===== src/irq_prio_pkg.sv =====
// Overview of operation
// RL1: Enable register bits 15-4 and 0 read zero
// RL2: Enable bits 3,2,1: checksum, serial2, serial1 errors
// RL3: Priority 111 highest, 001 lowest active level
// RL4: Priority 000 disables the source entirely
// RL5: Enables reset zero, priority fields reset 100
// RL6: Group0 fields at 14-12,10-8,6-4,2-0
// RL7: Group1 fields at 14-12,10-8,6-4; rest zero
// RL8: Group2 fields at 14-12,10-8,6-4,2-0
// RL9: Group3 bits 15-7 zero; fields 6-4, 2-0
// RL10: Group4 fields at 14-12,10-8,6-4,2-0
// RL11: Present flagged, enabled, nonzero; highest level wins
// RL12: Unimplemented bits ignore writes; write lands next edge
package irq_prio_pkg;
  localparam int          ADDR_W       = 12;
  localparam int          NUM_SRC      = 20;
  localparam int          NUM_PRIO_SRC = 17;
  localparam int          ID_W         = 5;
  // Byte offsets of the word-aligned registers
  localparam logic [11:0] OFF_EN4      = 12'h000;
  localparam logic [11:0] OFF_PRIO0    = 12'h004;
  localparam logic [11:0] OFF_PRIO1    = 12'h008;
  localparam logic [11:0] OFF_PRIO2    = 12'h00C;
  localparam logic [11:0] OFF_PRIO3    = 12'h010;
  localparam logic [11:0] OFF_PRIO4    = 12'h014;
  // Implemented bits
  localparam logic [15:0] MASK_EN4     = 16'h000E;
  localparam logic [15:0] MASK_PRIO0   = 16'h7777;
  localparam logic [15:0] MASK_PRIO1   = 16'h7770;
  localparam logic [15:0] MASK_PRIO2   = 16'h7777;
  localparam logic [15:0] MASK_PRIO3   = 16'h0077;
  localparam logic [15:0] MASK_PRIO4   = 16'h7777;
  // Power-on values
  localparam logic [15:0] RST_EN4      = 16'h0000;
  localparam logic [15:0] RST_PRIO0    = 16'h4444;
  localparam logic [15:0] RST_PRIO1    = 16'h4440;
  localparam logic [15:0] RST_PRIO2    = 16'h4444;
  localparam logic [15:0] RST_PRIO3    = 16'h0044;
  localparam logic [15:0] RST_PRIO4    = 16'h4444;
  // Field positions
  localparam int          POS_F3       = 12;
  localparam int          POS_F2       = 8;
  localparam int          POS_F1       = 4;
  localparam int          POS_F0       = 0;
  localparam int          POS_CHECKSUM = 3;
  localparam int          POS_SER2_ERR = 2;
  localparam int          POS_SER1_ERR = 1;
  localparam logic [2:0]  PRIO_OFF     = 3'h0;
endpackage : irq_prio_pkg


===== src/irq_enable_priority_regs.sv =====
`timescale 1ns/1ns
module irq_enable_priority_regs (
  // APB slave
  input  wire logic        pclk,
  input  wire logic        presetn,
  input  wire logic        psel,
  input  wire logic        penable,
  input  wire logic        pwrite,
  input  wire logic [11:0] paddr,
  input  wire logic [31:0] pwdata,
  output logic      [31:0] prdata,
  output logic             pready,
  output logic             pslverr,
  // Interrupt sources
  input  wire logic [19:0] src_flag,
  input  wire logic [16:0] src_en_ext,
  input  wire logic [8:0]  err_src_prio,
  // Request to the core
  output logic             irq_req_q,
  output logic [2:0]       irq_level_q,
  output logic [4:0]       irq_id_q
);

  logic [15:0] en4_q;
  logic [15:0] prio0_q;
  logic [15:0] prio1_q;
  logic [15:0] prio2_q;
  logic [15:0] prio3_q;
  logic [15:0] prio4_q;
  logic [31:0] prdata_q;
  logic        pready_q;
  logic        pslverr_q;
  logic        seen_q;

  // Effective level, zero when the source may not be presented
  function automatic logic [2:0] eff_level(input logic flag, input logic en,
                                           input logic [2:0] prio);
    eff_level = (flag && en) ? prio : irq_prio_pkg::PRIO_OFF; // [RL4] [RL11]
  endfunction : eff_level

  function automatic logic [2:0] fld(input logic [15:0] r, input int pos);
    fld = r[pos +: 3];
  endfunction : fld

  // Address decode
  wire logic hit_en4   = (paddr == irq_prio_pkg::OFF_EN4);
  wire logic hit_prio0 = (paddr == irq_prio_pkg::OFF_PRIO0);
  wire logic hit_prio1 = (paddr == irq_prio_pkg::OFF_PRIO1);
  wire logic hit_prio2 = (paddr == irq_prio_pkg::OFF_PRIO2);
  wire logic hit_prio3 = (paddr == irq_prio_pkg::OFF_PRIO3);
  wire logic hit_prio4 = (paddr == irq_prio_pkg::OFF_PRIO4);
  wire logic hit_any   = hit_en4 | hit_prio0 | hit_prio1 | hit_prio2
                       | hit_prio3 | hit_prio4;

  // One wait state: answer on the second access cycle
  wire logic access   = psel & penable;
  wire logic capture  = access & ~pready_q;
  wire logic wr_take  = access & pready_q & pwrite & hit_any;
  wire logic [15:0] wd = pwdata[15:0];

  wire logic [15:0] rd_mux =
      hit_en4   ? (en4_q   & irq_prio_pkg::MASK_EN4)   : // [RL1]
      hit_prio0 ? (prio0_q & irq_prio_pkg::MASK_PRIO0) : // [RL6]
      hit_prio1 ? (prio1_q & irq_prio_pkg::MASK_PRIO1) : // [RL7]
      hit_prio2 ? (prio2_q & irq_prio_pkg::MASK_PRIO2) : // [RL8]
      hit_prio3 ? (prio3_q & irq_prio_pkg::MASK_PRIO3) : // [RL9]
      hit_prio4 ? (prio4_q & irq_prio_pkg::MASK_PRIO4) : // [RL10]
      16'h0000;

  always_ff @(posedge pclk or negedge presetn) begin
    if (!presetn) begin
      pready_q  <= 1'b0;
      pslverr_q <= 1'b0;
      prdata_q  <= 32'h0000_0000;
    end else begin
      pready_q  <= capture;
      pslverr_q <= capture & ~hit_any;
      if (capture) begin
        prdata_q <= pwrite ? 32'h0000_0000 : {16'h0000, rd_mux};
      end
    end
  end

  assign prdata  = prdata_q;
  assign pready  = pready_q;
  assign pslverr = pslverr_q;

  // Masking on write keeps unimplemented bits at zero
  always_ff @(posedge pclk or negedge presetn) begin
    if (!presetn) begin
      en4_q   <= irq_prio_pkg::RST_EN4;   // [RL5]
      prio0_q <= irq_prio_pkg::RST_PRIO0; // [RL5]
      prio1_q <= irq_prio_pkg::RST_PRIO1;
      prio2_q <= irq_prio_pkg::RST_PRIO2;
      prio3_q <= irq_prio_pkg::RST_PRIO3;
      prio4_q <= irq_prio_pkg::RST_PRIO4;
    end else if (wr_take) begin
      if (hit_en4)   en4_q   <= wd & irq_prio_pkg::MASK_EN4;   // [RL2] [RL12]
      if (hit_prio0) prio0_q <= wd & irq_prio_pkg::MASK_PRIO0; // [RL12]
      if (hit_prio1) prio1_q <= wd & irq_prio_pkg::MASK_PRIO1;
      if (hit_prio2) prio2_q <= wd & irq_prio_pkg::MASK_PRIO2;
      if (hit_prio3) prio3_q <= wd & irq_prio_pkg::MASK_PRIO3;
      if (hit_prio4) prio4_q <= wd & irq_prio_pkg::MASK_PRIO4;
    end
  end

  // Source priorities, ids 0..16 from the groups, 17..19 error sources
  logic [2:0] prio_w [20];
  assign prio_w[0]  = fld(prio0_q, irq_prio_pkg::POS_F3); // timer_one_prio
  assign prio_w[1]  = fld(prio0_q, irq_prio_pkg::POS_F2); // compare_one_prio
  assign prio_w[2]  = fld(prio0_q, irq_prio_pkg::POS_F1); // capture_one_prio
  assign prio_w[3]  = fld(prio0_q, irq_prio_pkg::POS_F0); // ext_pin_zero_prio
  assign prio_w[4]  = fld(prio1_q, irq_prio_pkg::POS_F3); // timer_two_prio
  assign prio_w[5]  = fld(prio1_q, irq_prio_pkg::POS_F2); // compare_two_prio
  assign prio_w[6]  = fld(prio1_q, irq_prio_pkg::POS_F1); // capture_two_prio
  assign prio_w[7]  = fld(prio2_q, irq_prio_pkg::POS_F3); // serial1_receive_prio
  assign prio_w[8]  = fld(prio2_q, irq_prio_pkg::POS_F2); // sync_serial1_event_prio
  assign prio_w[9]  = fld(prio2_q, irq_prio_pkg::POS_F1); // sync_serial1_fault_prio
  assign prio_w[10] = fld(prio2_q, irq_prio_pkg::POS_F0); // timer_three_prio
  assign prio_w[11] = fld(prio3_q, irq_prio_pkg::POS_F1); // adc_done_prio
  assign prio_w[12] = fld(prio3_q, irq_prio_pkg::POS_F0); // serial1_transmit_prio
  assign prio_w[13] = fld(prio4_q, irq_prio_pkg::POS_F3); // pin_change_prio
  assign prio_w[14] = fld(prio4_q, irq_prio_pkg::POS_F2); // comparator_prio
  assign prio_w[15] = fld(prio4_q, irq_prio_pkg::POS_F1); // twowire1_master_prio
  assign prio_w[16] = fld(prio4_q, irq_prio_pkg::POS_F0); // twowire1_slave_prio
  assign prio_w[17] = err_src_prio[2:0];
  assign prio_w[18] = err_src_prio[5:3];
  assign prio_w[19] = err_src_prio[8:6];

  // Error sources take their enables from this block
  wire logic [19:0] en_all = {en4_q[irq_prio_pkg::POS_CHECKSUM], // [RL2]
                              en4_q[irq_prio_pkg::POS_SER2_ERR],
                              en4_q[irq_prio_pkg::POS_SER1_ERR],
                              src_en_ext};

  logic [2:0] lvl_w [20];
  for (genvar i = 0; i < 20; i++) begin : g_lvl
    assign lvl_w[i] = eff_level(src_flag[i], en_all[i], prio_w[i]);
  end

  // Strictly greater keeps the lowest id on a tie
  logic [2:0] win_lvl;
  logic [4:0] win_id;
  always_comb begin
    win_lvl = irq_prio_pkg::PRIO_OFF;
    win_id  = 5'h00;
    for (int i = 0; i < irq_prio_pkg::NUM_SRC; i++) begin
      if (lvl_w[i] > win_lvl) begin // [RL3] [RL11]
        win_lvl = lvl_w[i];
        win_id  = 5'(i);
      end
    end
  end

  always_ff @(posedge pclk or negedge presetn) begin
    if (!presetn) begin
      irq_req_q   <= 1'b0;
      irq_level_q <= 3'h0;
      irq_id_q    <= 5'h00;
      seen_q      <= 1'b0;
    end else begin
      irq_req_q   <= (win_lvl != irq_prio_pkg::PRIO_OFF); // [RL4]
      irq_level_q <= win_lvl;
      irq_id_q    <= win_id;
      seen_q      <= 1'b1;
    end
  end

  property p_en4_rsv_zero;
    @(posedge pclk) disable iff (!presetn)
      capture && !pwrite && hit_en4 |=> prdata_q[15:4] == 12'h000 && !prdata_q[0];
  endproperty
  a_en4_rsv_zero: assert property (p_en4_rsv_zero) // [RL1]
    else $error("enable register reserved bits read nonzero");

  property p_en4_write;
    @(posedge pclk) disable iff (!presetn)
      wr_take && hit_en4 |=> en4_q[3:1] == $past(pwdata[3:1]) && en4_q[0] == 1'b0;
  endproperty
  a_en4_write: assert property (p_en4_write) // [RL2]
    else $error("enable bits did not take the written value");

  property p_level_nonzero;
    @(posedge pclk) disable iff (!presetn)
      irq_req_q |-> irq_level_q != 3'h0 && irq_level_q == $past(win_lvl);
  endproperty
  a_level_nonzero: assert property (p_level_nonzero) // [RL3]
    else $error("request level zero or not the winning level");

  property p_zero_prio_blocked;
    @(posedge pclk) disable iff (!presetn)
      prio0_q[14:12] == 3'h0 |=> !(irq_req_q && irq_id_q == 5'h00);
  endproperty
  a_zero_prio_blocked: assert property (p_zero_prio_blocked) // [RL4]
    else $error("source with priority 000 presented");

  property p_reset_values;
    @(posedge pclk) disable iff (!presetn)
      !seen_q |-> en4_q == 16'h0000 && prio0_q == 16'h4444 && prio3_q == 16'h0044;
  endproperty
  a_reset_values: assert property (p_reset_values) // [RL5]
    else $error("registers not at power-on values");

  property p_prio0_rsv;
    @(posedge pclk) disable iff (!presetn)
      capture && !pwrite && hit_prio0 |=> (prdata_q[15:0] & 16'h8888) == 16'h0000;
  endproperty
  a_prio0_rsv: assert property (p_prio0_rsv) // [RL6]
    else $error("group0 separator bits read nonzero");

  property p_prio1_rsv;
    @(posedge pclk) disable iff (!presetn)
      capture && !pwrite && hit_prio1 |=> (prdata_q[15:0] & 16'h888F) == 16'h0000;
  endproperty
  a_prio1_rsv: assert property (p_prio1_rsv) // [RL7]
    else $error("group1 unimplemented bits read nonzero");

  property p_prio2_write;
    @(posedge pclk) disable iff (!presetn)
      wr_take && hit_prio2 |=> prio2_q == ($past(pwdata[15:0]) & 16'h7777);
  endproperty
  a_prio2_write: assert property (p_prio2_write) // [RL8]
    else $error("group2 write not stored at field positions");

  property p_prio3_rsv;
    @(posedge pclk) disable iff (!presetn)
      capture && !pwrite && hit_prio3 |=> prdata_q[15:7] == 9'h000 && !prdata_q[3];
  endproperty
  a_prio3_rsv: assert property (p_prio3_rsv) // [RL9]
    else $error("group3 bits 15-7 read nonzero");

  property p_prio4_write;
    @(posedge pclk) disable iff (!presetn)
      wr_take && hit_prio4 |=> prio4_q == ($past(pwdata[15:0]) & 16'h7777);
  endproperty
  a_prio4_write: assert property (p_prio4_write) // [RL10]
    else $error("group4 write not stored at field positions");

  property p_winner_flagged;
    @(posedge pclk) disable iff (!presetn)
      irq_req_q |-> (($past(src_flag) >> irq_id_q) & 20'h00001) == 20'h00001;
  endproperty
  a_winner_flagged: assert property (p_winner_flagged) // [RL11]
    else $error("presented source had no flag");

  property p_no_write_stable;
    @(posedge pclk) disable iff (!presetn)
      !wr_take |=> $stable(prio1_q) && $stable(en4_q);
  endproperty
  a_no_write_stable: assert property (p_no_write_stable) // [RL12]
    else $error("register changed without a bus write");

  property p_ready_pulse;
    @(posedge pclk) disable iff (!presetn)
      pready_q |=> !pready_q;
  endproperty
  a_ready_pulse: assert property (p_ready_pulse) // [RL12]
    else $error("ready held longer than one cycle");

  property p_unmapped_ignored;
    @(posedge pclk) disable iff (!presetn)
      access && pready_q && pwrite && !hit_any |=> $stable(en4_q) && $stable(prio0_q);
  endproperty
  a_unmapped_ignored: assert property (p_unmapped_ignored) // [RL12]
    else $error("write to an unmapped address changed a register");

  property p_idle_level_zero;
    @(posedge pclk) disable iff (!presetn)
      !irq_req_q |-> irq_level_q == 3'h0;
  endproperty
  a_idle_level_zero: assert property (p_idle_level_zero) // [RL4]
    else $error("level shown without a request");

  property p_ser1_err_blocked;
    @(posedge pclk) disable iff (!presetn)
      !en4_q[1] && src_flag == 20'h20000 |=> !irq_req_q;
  endproperty
  a_ser1_err_blocked: assert property (p_ser1_err_blocked) // [RL2]
    else $error("serial1 error presented while its enable is clear");

  property p_checksum_presented;
    @(posedge pclk) disable iff (!presetn)
      en4_q[3] && src_flag == 20'h80000 && err_src_prio[8:6] != 3'h0
        |=> irq_req_q && irq_id_q == 5'h13 && irq_level_q == $past(err_src_prio[8:6]);
  endproperty
  a_checksum_presented: assert property (p_checksum_presented) // [RL2]
    else $error("enabled checksum source not presented");

  property p_top_level_wins;
    @(posedge pclk) disable iff (!presetn)
      src_flag[3] && src_en_ext[3] && prio0_q[2:0] == 3'h7 |=> irq_req_q && irq_level_q == 3'h7;
  endproperty
  a_top_level_wins: assert property (p_top_level_wins) // [RL3]
    else $error("level seven source did not win");

  property p_prio0_write;
    @(posedge pclk) disable iff (!presetn)
      wr_take && hit_prio0 |=> prio0_q == ($past(pwdata[15:0]) & 16'h7777);
  endproperty
  a_prio0_write: assert property (p_prio0_write) // [RL6]
    else $error("group0 write not stored at field positions");

  property p_prio1_write;
    @(posedge pclk) disable iff (!presetn)
      wr_take && hit_prio1 |=> prio1_q == ($past(pwdata[15:0]) & 16'h7770);
  endproperty
  a_prio1_write: assert property (p_prio1_write) // [RL7]
    else $error("group1 write not stored at field positions");

  property p_prio3_write;
    @(posedge pclk) disable iff (!presetn)
      wr_take && hit_prio3 |=> prio3_q == ($past(pwdata[15:0]) & 16'h0077);
  endproperty
  a_prio3_write: assert property (p_prio3_write) // [RL9]
    else $error("group3 write not stored at field positions");

endmodule : irq_enable_priority_regs


===== config.mk =====
export PLATFORM = sky130hd
export DESIGN_NAME = irq_enable_priority_regs
export DESIGN_NICKNAME = d
export VERILOG_FILES = /design/src/irq_prio_pkg.sv /design/src/irq_enable_priority_regs.sv
export SDC_FILE = /design/constraint.sdc
export NUM_CORES = 1
export LEC_CHECK = 0
export BUFFER_PORTS_ARGS = -buffer_cell sky130_fd_sc_hd__buf_2
export CAP_MARGIN = 20
export CELL_PAD_IN_SITES_DETAIL_PLACEMENT = 0
export CELL_PAD_IN_SITES_GLOBAL_PLACEMENT = 2
export CORE_ASPECT_RATIO = 0.6
export CORE_UTILIZATION = 34
export DETAILED_ROUTE_END_ITERATION = 8
export GPL_TIMING_DRIVEN = 0
export PLACE_DENSITY_LB_ADDON = 0.3
export RECOVER_POWER = 50
export SETUP_SLACK_MARGIN = 0.1
export SYNTH_ARGS = -nofsm -noshare
export SYNTH_HDL_FRONTEND = slang
export SYNTH_SLANG_ARGS = --single-unit
export TNS_END_PERCENT = 20

===== constraint.sdc =====
create_clock -name pclk -period 26.9 [get_ports pclk]
set_input_delay 4.035 -clock pclk [delete_from_list [all_inputs] [get_ports pclk]]
set_output_delay 4.035 -clock pclk [all_outputs]
set_load 0.01 [all_outputs]

==> summary.md <==
| Metric | Value |
|---|---|
| Place WS | `-2.41 ns` |
| Final wirelength | `between 20000 and 25000 um` |
| Slowest cell on the critical path | `or4_4` |
| Die Wd | `180 um` |
| Vias per cell | `5.58` |
| First-pass detailed-route iteration total | `5` |
| Slew HR | `-1.02` |
| Failing checks | `max-capacitance violations, max-slew violations` |
| Per-cell routed wire length | `19.7 um` |
| Reg2reg setup slack | `4.34 ns` |
| First-pass GRT wire length | `33600 um` |
| Worst setup SP type | `input port` |
| Max Clk Rate | `between 30 and 40 MHz` |
| Placed cell area | `7370 um^2` |
| Delay-heaviest family, CP | `compound AO/OA/AOI/OAI gates` |
| Die Y | `109 um` |
| Clock Sink Count | `between 70 and 80` |
| Area Growth Syn to Fin | `29.7%` |
| Placed Cells incl. Taps | `1079` |
| Post-Syn Area per Cell | `between 8 and 9 um^2` |
| Vias in the first global route | `between 5000 and 6000` |
| Reg clk slew, reported paths | `0.06 ns` |
| Sequential area share after synthesis | `0.304` |
| Critical Path RT | `27.12 ns` |
| CP max FO | `9` |
| Layout cells sized above 1 | `0.360` |
| Fin. Hold Viols | `0` |
| Yosys warns | `0` |
| Number of synthesized register bits | `78` |
| Initial Utilization | `0.353` |
| 1st-iter DRT viols | `410` |
| Status | `finished, violations left` |
| Final Wtd Congestion | `0.921` |
| Largest net degree at the start of global routing | `between 50 and 60` |
| Critical Path Most Common Cell | `ha_1` |
| Max Transition Viols Final | `between 50 and 60` |
| CTS Root Cell | `clkbuf_16` |
| Via Count | `6301` |
| Mapped Cells | `722` |
| Worst setup EP type | `flip-flop` |
| Congestion Overflow GR | `0` |
| R2R Path Start | `prio0_q[14]$_DFFE_PN1P_` |
| Max Cap Violations | `1` |
| Clock period minus worst slack | `25.85 ns` |
| Post-synth top flop | `dfrtp_1` |
| Worst Min Path Start | `prdata[2]$_DFFE_PN0P_` |
| Core area | `roughly 18000 um^2` |
| Final setup violation count | `0` |
| Cell variety after synth | `69` |
| Clk Latency, worst-skew pair | `0.33 ns` |
| Sum of buffers and inverters on the critical path | `7` |
| P_leak | `between 4 and 5 nW` |
| Overall power | `0.000268 W` |
| Worst path arrival time | `26.07 ns` |
| Worst Hold Depth | `2` |
| Worst R2R End | `irq_req_q$_DFF_PN0_` |
| CP max stage delay | `around 0.57 ns` |
| Worst slew pin tran | `3.02 ns` |
| Skew final | `0.00510 ns` |
| Post-route ant nets | `0` |
| Die area | `19600 um^2` |
| Clock Path Buffers | `2` |
| Peak supply drop | `0.0374 mV` |
| GRT Util Overall | `0.225` |
| Row count | `38` |
| CTS tree | `done` |
| Initial antenna violation count | `0` |
| Async SR Flop Fraction | `1.00` |
| Hold Path End | `prdata[2]$_DFFE_PN0P_` |
| Final std cells w/o fill | `1129` |
| DP HPWL | `17500 um` |
| # IOs | `between 100 and 150` |
| Nets | `between 1000 and 1500` |
| Hold Path Class | `flip-flop to flip-flop` |
| R2R cell count | `107` |
| CTS buffer count | `9` |
| Final Cell Area | `approximately 8400 um^2` |
| # DRC | `0` |
| Pwr Density | `31.8 nW/um^2` |
| Fin worst setup slack | `1.05 ns` |
| # diodes | `0` |
| Part of the cycle the worst path needs | `0.961` |
| Post-Syn Area | `~6500 um^2` |
| Post-synth EDFFs | `0` |
| H-tree lvl count | `3` |
| # port buffers | `98` |
| CP Class | `input port to flip-flop` |
[cell families after synthesis]
group           count (synthesis)  synth area share
buf+inv                        65            0.0486
compound gates                191             0.206
flops                          78             0.304
fa+ha+maj                      57             0.110
simple gates                  253             0.200
other cells                     1          0.000578
mux                            77             0.131
[state kept, by name, indices dropped and copies added (netlist names)]
name,count
prio4_q,12
prio0_q,12
pready,1
irq_id_q,5
prdata,13
irq_req_q,1
prio1_q,9
prio2_q,12
en4_q,3
pslverr,1
prio3_q,6
irq_level_q,3
[report_power, final]
group / total, W / switching [W] / internal, W
Sequential: 0.000118 / 0.000000182 / 0.000118
Clock: 0.000130 / 0.0000461 / 0.0000835
Combinational: 0.0000200 / 0.0000123 / 0.00000773
[how the worst max path moves through the flow]
stage / from / end / cells past startpoint
2_1_floorplan: src_flag[1] / irq_req_q$_DFF_PN0_ / 108
3_3_place_gp: src_flag[1] / irq_req_q$_DFF_PN0_ / 110
3_5_place_dp: src_flag[1] / irq_req_q$_DFF_PN0_ / 111
4_1_cts: src_flag[1] / irq_req_q$_DFF_PN0_ / 109
5_1_grt: src_flag[1] / irq_req_q$_DFF_PN0_ / 112
6_report: src_flag[1] / irq_req_q$_DFF_PN0_ / 109
[per-stage QoR]
step | hold slack (ns) | utilization | setup TNS, ns
after floorplan | 0.486 | - | 0
after global placement | 0.464 | 0.400 | -16.70
final | 0.486 | 0.458 | 0
after CTS | 0.491 | 0.432 | 0
after global routing | 0.514 | 0.458 | -0.262
after detailed placement | 0.469 | 0.402 | -19.52
[worst register-to-register path: cells and delay by family, from the launching register on]
kind	cells	cell delay, ns
adders and majority gates	19	5.46
and+or+nand+nor	38	6.32
AOI/OAI and AO/OA	42	8.68
buffers and inverters	5	0.59
DFF	1	0.54
muxes	3	0.89
[timing repair]
action | in CTS | in global routing
resized for setup | 35 | 77
gates cloned | 0 | 0
setup buffers | 10 | 25
pin swaps | 9 | 37
setup endpoints to repair | 9 | 9
hold buffers | 0 | 0
[per-layer routing]
metal | wire [um] | up-vias | track usage
li1 | - | 2995 | -
met1 | 11500 | 3071 | 0.351
met2 | 9060 | 221 | 0.321
met3 | 1610 | 14 | 0.0407
met4 | 156 | 0 | 0.0281
met5 | 0 | - | 0
[layout by cell type (no fill, tap or decap), types with 3 or more instances in the layout]
cell type  count
o21ai_1        5
nand2_1       58
o21a_1         5
clkbuf_16      9
dfrtp_1       61
or3_1          4
a22oi_1       11
o211ai_1       4
nand4_1        3
nand3_1       42
a31oi_1       10
a21oi_2       17
buf_1          3
and2_4         3
ha_4           8
a21oi_4        6
a21oi_1       18
nand2_2        5
nand2b_1       5
conb_1        19
ha_1          49
buf_2         87
nor3_1         6
nand3b_1      17
inv_1         29
buf_4         54
and3_1        34
nor2_1        39
o31ai_1        4
mux2_2        56
a32oi_4        4
a211oi_1       3
o21ai_0       35
nor3b_1        3
nor2b_1        5
a21o_1        16
dfstp_2       17
and2_1         9
clkbuf_1      25
mux2i_1       16
[synth_stat cells (13+ instances only)]
master / instances / area [um^2]
nor2_1: 43 / 161
mux2i_1: 19 / 190
a21o_1: 18 / 135
dfstp_2: 17 / 447
mux2_2: 57 / 642
nand3b_1: 17 / 128
inv_1: 29 / 109
buf_4: 19 / 143
dfrtp_1: 61 / 1530
and2_1: 13 / 81.3
ha_1: 57 / 713
clkbuf_1: 13 / 48.8
a21oi_1: 37 / 185
o21ai_0: 40 / 200
and3_1: 35 / 219
nand2_1: 63 / 236
nand3_1: 44 / 220
[cell type report]
class,count,area [um^2]
Tap cell,240,300
Sequential cell,78,1970
Timing Repair Buffer,134,743
Multi-Input combinational cell,597,4760
Clock buffer,12,246
Inverter,30,113
Clock inverter,4,70.1
Fill cell,1785,9940
Buffer,34,203
Note: power is estimated with default switching activity, not from simulation.
